$ cat src/hw/bbx_pkg.sv
package bbx_pkg;
	localparam int          PC_W         = 21;
	localparam int          ADDR_W       = 12;
	localparam logic [4:0]  OPC_JUMP     = 5'h1a;
	localparam logic [3:0]  OPC_BSET     = 4'h8;
	localparam logic [3:0]  OPC_SKIP_CLR = 4'hb;
	localparam logic [3:0]  OPC_SKIP_SET = 4'ha;
	localparam logic [7:0]  OPC_JNZ      = 8'he1;
	localparam logic [7:0]  ILO_LIMIT    = 8'h5f;
	localparam logic [7:0]  ACC_LOW_TOP  = 8'h5f;
	localparam logic [3:0]  ACC_HI_BANK  = 4'hf;
	localparam logic [1:0]  Q_READ       = 2'h1;
	localparam logic [1:0]  Q_WRITE      = 2'h3;
	localparam logic [1:0]  Q_LAST       = 2'h3;

	typedef struct packed {
		logic              we;
		logic [ADDR_W-1:0] addr;
		logic [7:0]        wdata;
	} bbx_dwr_s;

	typedef struct packed {
		logic            load;
		logic [PC_W-1:0] value;
	} bbx_pcld_s;
endpackage : bbx_pkg

$ cat src/hw/bbx_exec.sv
`timescale 1ns/10ps
module bbx_exec
	import bbx_pkg::*;
(
	// clock and reset
	input  wire logic                 clk,
	input  wire logic                 sys_rst,
	// fetch pipeline
	input  wire logic                 instr_valid,
	input  wire logic [15:0]          instr_word,
	input  wire logic                 next_is_two_word,
	input  wire logic [PC_W-1:0]      pc_now,
	// core state
	input  wire logic [3:0]           bank_pointer_register,
	input  wire logic [7:0]           index_base,
	input  wire logic                 ext_set_en,
	input  wire logic                 zero_flag,
	// data memory
	input  wire logic [7:0]           data_rdata,
	output bbx_pkg::bbx_dwr_s         data_req,
	output logic                      data_rd,
	// program counter and pipeline
	output bbx_pkg::bbx_pcld_s        pc_load,
	output logic                      flush_fetch,
	output logic                      busy,
	output logic [1:0]                q_phase
);
	import bbx_pkg::*;

	typedef enum logic [2:0] {
		ST_RUN  = 3'b001,
		ST_IDLE = 3'b010,
		ST_IDL2 = 3'b100
	} bbx_state_e;

	bbx_state_e        state;
	logic [15:0]       ir;
	logic [ADDR_W-1:0] eff_addr;
	logic              is_jump, is_bset, is_sclr, is_sset, is_jnz;
	logic [2:0]        bit_idx;
	logic              tested;

	function automatic logic [PC_W-1:0] rel_target(input logic [PC_W-1:0] pc,
			input logic [10:0] n);
		logic [PC_W-1:0] ext;
		ext = {{(PC_W-11){n[10]}}, n};
		rel_target = pc + 21'h2 + {ext[PC_W-2:0], 1'b0};
	endfunction : rel_target

	// instruction is latched only at Q-cycle start, held through the four quarters
	always_ff @(posedge clk or posedge sys_rst) begin
		if (sys_rst) begin
			q_phase <= 2'h0;
		end else begin
			q_phase <= q_phase + 2'h1;
		end
	end

	always_ff @(posedge clk or posedge sys_rst) begin
		if (sys_rst) begin
			ir <= 16'h0000;
		end else if (q_phase == Q_LAST) begin
			ir <= instr_valid ? instr_word : 16'h0000;
		end
	end

	assign is_jump = ir[15:11] == OPC_JUMP;
	assign is_bset = ir[15:12] == OPC_BSET;
	assign is_sclr = ir[15:12] == OPC_SKIP_CLR;
	assign is_sset = ir[15:12] == OPC_SKIP_SET;
	assign is_jnz  = ir[15:8] == OPC_JNZ;
	assign bit_idx = ir[11:9];
	assign tested  = data_rdata[bit_idx];

	// address resolution
	always_comb begin
		if (ir[8]) begin
			eff_addr = {bank_pointer_register, ir[7:0]};
		end else if (ext_set_en && ir[7:0] <= ILO_LIMIT) begin
			eff_addr = {4'h0, index_base} + {4'h0, ir[7:0]};
		end else if (ir[7:0] <= ACC_LOW_TOP) begin
			eff_addr = {4'h0, ir[7:0]};
		end else begin
			eff_addr = {ACC_HI_BANK, ir[7:0]};
		end
	end

	always_ff @(posedge clk or posedge sys_rst) begin
		if (sys_rst) begin
			state <= ST_RUN;
			busy  <= 1'b0;
		end else if (q_phase == Q_LAST) begin
			unique case (state)
				ST_RUN: begin
					if (is_jump || (is_jnz && !zero_flag)) begin
						state <= ST_IDLE;
						busy  <= 1'b1;
					end else if ((is_sclr && !tested) || (is_sset && tested)) begin
						state <= next_is_two_word ? ST_IDL2 : ST_IDLE;
						busy  <= 1'b1;
					end
				end
				ST_IDL2: state <= ST_IDLE;
				ST_IDLE: begin
					state <= ST_RUN;
					busy  <= 1'b0;
				end
				default: state <= ST_RUN;
			endcase
		end
	end

	// read in Q2 for bit set and bit tests, write in Q4 for bit set only
	always_ff @(posedge clk or posedge sys_rst) begin
		if (sys_rst) begin
			data_rd  <= 1'b0;
			data_req <= '0;
		end else begin
			data_rd     <= 1'b0;
			data_req.we <= 1'b0;
			if (state == ST_RUN && (is_bset || is_sclr || is_sset)) begin
				if (q_phase == Q_READ - 2'h1) begin
					data_rd       <= 1'b1;
					data_req.addr <= eff_addr;
				end
				if (is_bset && q_phase == Q_WRITE - 2'h1) begin
					data_req.we    <= 1'b1;
					data_req.wdata <= data_rdata | (8'h01 << bit_idx);
				end
			end
		end
	end

	// pc redirect and fetch flush at end of the instruction's cycle
	always_ff @(posedge clk or posedge sys_rst) begin
		if (sys_rst) begin
			pc_load     <= '0;
			flush_fetch <= 1'b0;
		end else begin
			pc_load.load <= 1'b0;
			flush_fetch  <= 1'b0;
			if (state == ST_RUN && q_phase == Q_LAST) begin
				if (is_jump) begin
					pc_load.load  <= 1'b1;
					pc_load.value <= rel_target(pc_now, ir[10:0]);
					flush_fetch   <= 1'b1;
				end else if (is_jnz && !zero_flag) begin
					pc_load.load  <= 1'b1;
					pc_load.value <= rel_target(pc_now, {{3{ir[7]}}, ir[7:0]});
					flush_fetch   <= 1'b1;
				end else if ((is_sclr && !tested) || (is_sset && tested)) begin
					flush_fetch <= 1'b1;
				end
			end
		end
	end

	a_jump_redirect: assert property (@(posedge clk) disable iff (sys_rst)
		(state == ST_RUN && q_phase == Q_LAST && is_jump) |=> pc_load.load && flush_fetch)
		else $error("jump did not redirect pc");
	a_jump_idle: assert property (@(posedge clk) disable iff (sys_rst)
		pc_load.load |-> busy[*4])
		else $error("jump second cycle not idle");
	a_bset_write: assert property (@(posedge clk) disable iff (sys_rst)
		data_req.we |-> data_req.wdata[bit_idx])
		else $error("bit set did not set the bit");
	a_bank_addr: assert property (@(posedge clk) disable iff (sys_rst)
		(ir[8] && data_rd) |-> data_req.addr[ADDR_W-1:8] == $past(bank_pointer_register))
		else $error("banked address wrong");
	a_skip_clear: assert property (@(posedge clk) disable iff (sys_rst)
		(state == ST_RUN && q_phase == Q_LAST && is_sclr && !tested) |=> flush_fetch)
		else $error("skip if clear missed");
	a_skip_set: assert property (@(posedge clk) disable iff (sys_rst)
		(state == ST_RUN && q_phase == Q_LAST && is_sset && tested) |=> flush_fetch)
		else $error("skip if set missed");
	a_skip_long: assert property (@(posedge clk) disable iff (sys_rst)
		(state == ST_IDL2 && q_phase == Q_LAST) |=> state == ST_IDLE)
		else $error("two word skip wrong length");
	a_jnz_zero: assert property (@(posedge clk) disable iff (sys_rst)
		(state == ST_RUN && q_phase == Q_LAST && is_jnz && zero_flag) |=> !pc_load.load)
		else $error("jump taken with zero set");
	a_bset_phase: assert property (@(posedge clk) disable iff (sys_rst)
		data_req.we |-> q_phase == Q_LAST)
		else $error("write outside fourth quarter");
	a_bset_keep: assert property (@(posedge clk) disable iff (sys_rst)
		data_req.we |-> ((data_req.wdata ^ data_rdata) & ~(8'h01 << bit_idx)) == 8'h00)
		else $error("bit set changed other bits");
	a_access_low: assert property (@(posedge clk) disable iff (sys_rst)
		(data_rd && !ir[8] && !$past(ext_set_en) && ir[7:0] <= ACC_LOW_TOP)
		|-> data_req.addr == {4'h0, ir[7:0]})
		else $error("low access bank address wrong");
	a_access_high: assert property (@(posedge clk) disable iff (sys_rst)
		(data_rd && !ir[8] && ir[7:0] > ACC_LOW_TOP)
		|-> data_req.addr == {ACC_HI_BANK, ir[7:0]})
		else $error("high access bank address wrong");
	a_indexed_addr: assert property (@(posedge clk) disable iff (sys_rst)
		(data_rd && !ir[8] && $past(ext_set_en) && ir[7:0] <= ILO_LIMIT)
		|-> data_req.addr == {4'h0, $past(index_base)} + {4'h0, ir[7:0]})
		else $error("indexed literal offset address wrong");
	a_skip_short: assert property (@(posedge clk) disable iff (sys_rst)
		(state == ST_RUN && q_phase == Q_LAST && !next_is_two_word
			&& ((is_sclr && !tested) || (is_sset && tested))) |=> state == ST_IDLE && busy)
		else $error("one word skip wrong length");
	a_noskip_run: assert property (@(posedge clk) disable iff (sys_rst)
		(state == ST_RUN && q_phase == Q_LAST && ((is_sclr && tested) || (is_sset && !tested)))
		|=> state == ST_RUN && !busy && !flush_fetch)
		else $error("untaken skip took extra cycles");
	a_jnz_taken: assert property (@(posedge clk) disable iff (sys_rst)
		(state == ST_RUN && q_phase == Q_LAST && is_jnz && !zero_flag)
		|=> pc_load.load && flush_fetch)
		else $error("jump if nonzero not taken");
	a_read_phase: assert property (@(posedge clk) disable iff (sys_rst)
		data_rd |-> q_phase == Q_READ)
		else $error("read outside second quarter");
endmodule : bbx_exec

$ cat config.mk
export PLATFORM = sky130hd
export DESIGN_NAME = bbx_exec
export DESIGN_NICKNAME = d
export VERILOG_FILES = /design/src/hw/bbx_pkg.sv /design/src/hw/bbx_exec.sv
export SDC_FILE = /design/constraint.sdc
export NUM_CORES = 1
export LEC_CHECK = 0
export CORE_MARGIN = 4
export CORE_UTILIZATION = 53
export DETAILED_ROUTE_END_ITERATION = 16
export DONT_BUFFER_PORTS = 1
export PLACE_DENSITY = 0.74
export SETUP_SLACK_MARGIN = 0.5
export SYNTH_ARGS = -nofsm -noshare
export SYNTH_HDL_FRONTEND = slang
export SYNTH_SLANG_ARGS = --single-unit
$ cat constraint.sdc
create_clock -name clk -period 3.7 [get_ports clk]
set_input_delay 0.37 -clock clk [delete_from_list [all_inputs] [get_ports clk]]
set_output_delay 0.37 -clock clk [all_outputs]
set_load 0.1 [all_outputs]
==> reports/metrics.cfg <==
[run_status]
status = finished, final reports clean

[timing]
rsz0062_at_grt = yes
finalHoldViolCount = 0
fin_skew_ns = 0.0158
fmax_mhz = 330
min_period_ns = 3.03
tightest_slew_ns = 1.14
maxSlewHeadroom = 0.241
final-max-slew-violation-count = 0
hold_slack_ns = 0.0833
timing.final.crit_share = 0.820
finalSetupTns_ns = 0
setup_violations = 0
setup_ws_ns = 0.666

[power]
leakage_nw = 2.45
internal-power_mw = 1.36
pwr-share-comb = 0.171
power.density_mw_per_mm2 = 459
p_switching_mw = 1.04
power_mw = 2.41
sw_frac_of_total = 0.434
ir_drop_uv = 279
power_frac_seq = 0.531
p_clk_frac = 0.298

[clocking]
htree_levels = 3
clockRootBuffer = clkbuf_8
numCtsBuffers = 9
clk-insertion-delay-late_ns = 0.35
cts_tree = yes
clock_path_buffers = 2
cts_sinks = 67
clk_pin_slew_ns = 0.09

[worst_setup_path]
critPathLaunchType = flip-flop
path_buf_inv = 0
critPathArrivalTime_ns = 3.27
slowest_delay_ns = 0.45
cp-startpoint = ir[0]
cp_max_fo = 7
crit_chain = ha_1, fa_1, a211oi_1, o21ai_1, a31oi_4, a21oi_1, a41o_1, o21ai_1, nand2b_1, xnor2_1, o21ai_1
reg2regPathDepth = 11
crit_path_end = pc_load[17]
worstSetupPathType = flip-flop to flip-flop
critPathSlowestCell = dfrtp_1
cp.required_ns = 3.93
reg2reg_to = pc_load[17]
r2r_start = ir[0]
critPathCaptureType = flip-flop
path_depth = 11
cpLargestDelayFamily = compound AO/OA/AOI/OAI gates
crit_path_frequent_cell = o21ai_1
r2r_slack_ns = 0.67

[synthesis]
synth-compound-area-share = 0.221
synth_area_leaders = dfrtp_1, ha_1, nand2_1
synth-xor-area-share = 0.0971
synth_cell_types = 56
syn_inst = 547
yosys.area_share.simple = 0.162
synthMuxAreaShare = 0.0181
synthArstFlopShare = 1.00
synth_edf_count = 0
synth_top_area_share = 0.341
synth_adder_area_share = 0.122
synth_sequential_area_ratio = 0.346
syn_avg_cell_area_um2 = 8.86
yosys.area.top_type = dfrtp_1
yosys_warnings = 0
synth_top_family_by_area = compound AO/OA/AOI/OAI gates
netlist_area_mm2 = 0.00485
ys_seq_elements = 67
ys.flop_type = dfrtp_1
synth_nets = 656

[cells_and_area]
final_nets = 661
syn_to_final_growth_pct = 8.13
drive_gt1_frac = 0.0862
nFillCells = 787
diodes = 0
stdcell_count = 665

[placement]
place_inst = 649
gp_congestion = 0.876
dp_slack_ns = 0.301
dpl.hpwl_mm = 9.60
port_buffers = 0

[drt]
routed-via-count = 4046
wl_per_cell_um = 18.4
wirelength_mm = 12.2
drt_iter0_drc = 187
drc_errors = 0
drtAntennaViolNets = 0
drtPass1Iterations = 5
via_per_inst = 6.08

[die]
die_y_um = 104
ios = 111
start_util = 0.550
die_area_mm2 = 0.0107
core_mm2 = 0.00881
rows = 34
die_w_um = 104

[global_routing]
antenna_found_initial = 0
track_usage = 0.229
grt_pass1_vias = 4138
grt_pass1_wl_mm = 20.4
grt_overflow = 0
grt_max_degree = 44

[hold_path]
hold_class = input pin to async pin

[flow_run]
drv_cap = 0

## worst min path at each step
stage,slack (ns),to,start
2_1_floorplan,0.48,pc_load[0],pc_now[0]
5_1_grt,0.13,ir[8],instr_word[8]
3_3_place_gp,0.48,pc_load[0],pc_now[0]
6_report,0.08,q_phase[1],sys_rst
3_5_place_dp,0.49,pc_load[0],pc_now[0]
4_1_cts,0.12,q_phase[0],sys_rst
## synth_stat cells (9+ instances only)
library cell   n
dfrtp_1       66
a31oi_1       12
clkbuf_1      14
o21ai_1       16
o21ai_0       33
nand2_1       80
inv_1         27
nor2_1        31
a22o_1         9
xor2_1        18
a21oi_1       39
xnor2_1       32
nand3_1       12
ha_1          44
a21o_1        15
## worst register-to-register path, stage by stage (launching register included)
cell and delay [ns]:
dfrtp_1 0.45, ha_1 0.23, fa_1 0.43, a211oi_1 0.26, o21ai_1 0.20, a31oi_4 0.30, a21oi_1 0.19, a41o_1 0.32
o21ai_1 0.13, nand2b_1 0.08, xnor2_1 0.22, o21ai_1 0.11
## routing by layer
metal  share of wire  track usage
met5               0            0
met2            0.49        0.389
met4           0.018       0.0665
met1            0.42        0.289
met3           0.070       0.0585
## final cells by class
type	instances	area (um2)	share of cell area
clock buffers	9	124	0.0236
clock inverters	7	106	0.0203
inverters	29	109	0.0208
multi-input cells	436	3020	0.577
flip-flops and latches	67	1680	0.320
well taps	108	135	0.0258
repair buffers	9	67.6	0.0129
## metrics by stage
step | utilization | area (um2)
finish | 0.595 | 5240
global route | 0.595 | 5240
CTS | 0.593 | 5230
detailed placement | 0.567 | 5000
global placement | 0.567 | 5000
floorplan | - | 4850
## sequential cells by signal (all words and copies together) (netlist names)
register     flops
flush_fetch      1
state            3
q_phase          2
pc_load         22
busy             1
data_req        21
data_rd          1
ir              16
## cells in the final DEF, fill, tap and decap left out, types with 5 or more instances in the layout
cell type and instances:
buf_4 9, nand3_1 12, o21a_1 7, xnor2_1 32, a21oi_1 39, o21ai_1 15
nand2_1 80, a22o_1 9, dfrtp_1 66, o21ai_0 33, and3_1 5, clkbuf_8 9
a21o_1 15, nor3_1 7, a31oi_1 12, nand2b_1 5, xor2_1 17, inv_1 26
nor2_1 30, ha_1 44, a22oi_1 8
## power groups by stage
stage	clock, mW	sequential, mW	combinational, mW
after floorplan	0	1.27	0.337
final	0.717	1.28	0.411
after detailed placement	0	1.29	0.408
after CTS	0.728	1.28	0.410
after global placement	0	1.29	0.394
after global routing	0.767	1.29	0.466
## cell families (layout without fill, tap and decap cells)
family | after synthesis | in the layout
AOI/OAI and AO/OA | 164 | 164
xor gates and xnor gates | 52 | 52
adders and majority gates | 46 | 46
buffers and inverters | 44 | 54
DFF | 67 | 67
muxes | 6 | 6
and+or+nand+nor | 168 | 168
## repair_timing
action | 4_1_cts | 5_1_grt
gates resized for setup | 0 | 3
setup buffers | 0 | 0
setup endpoints to repair | 0 | 4
hold buffers | 0 | 0
Note: power is estimated with default switching activity, not from simulation.
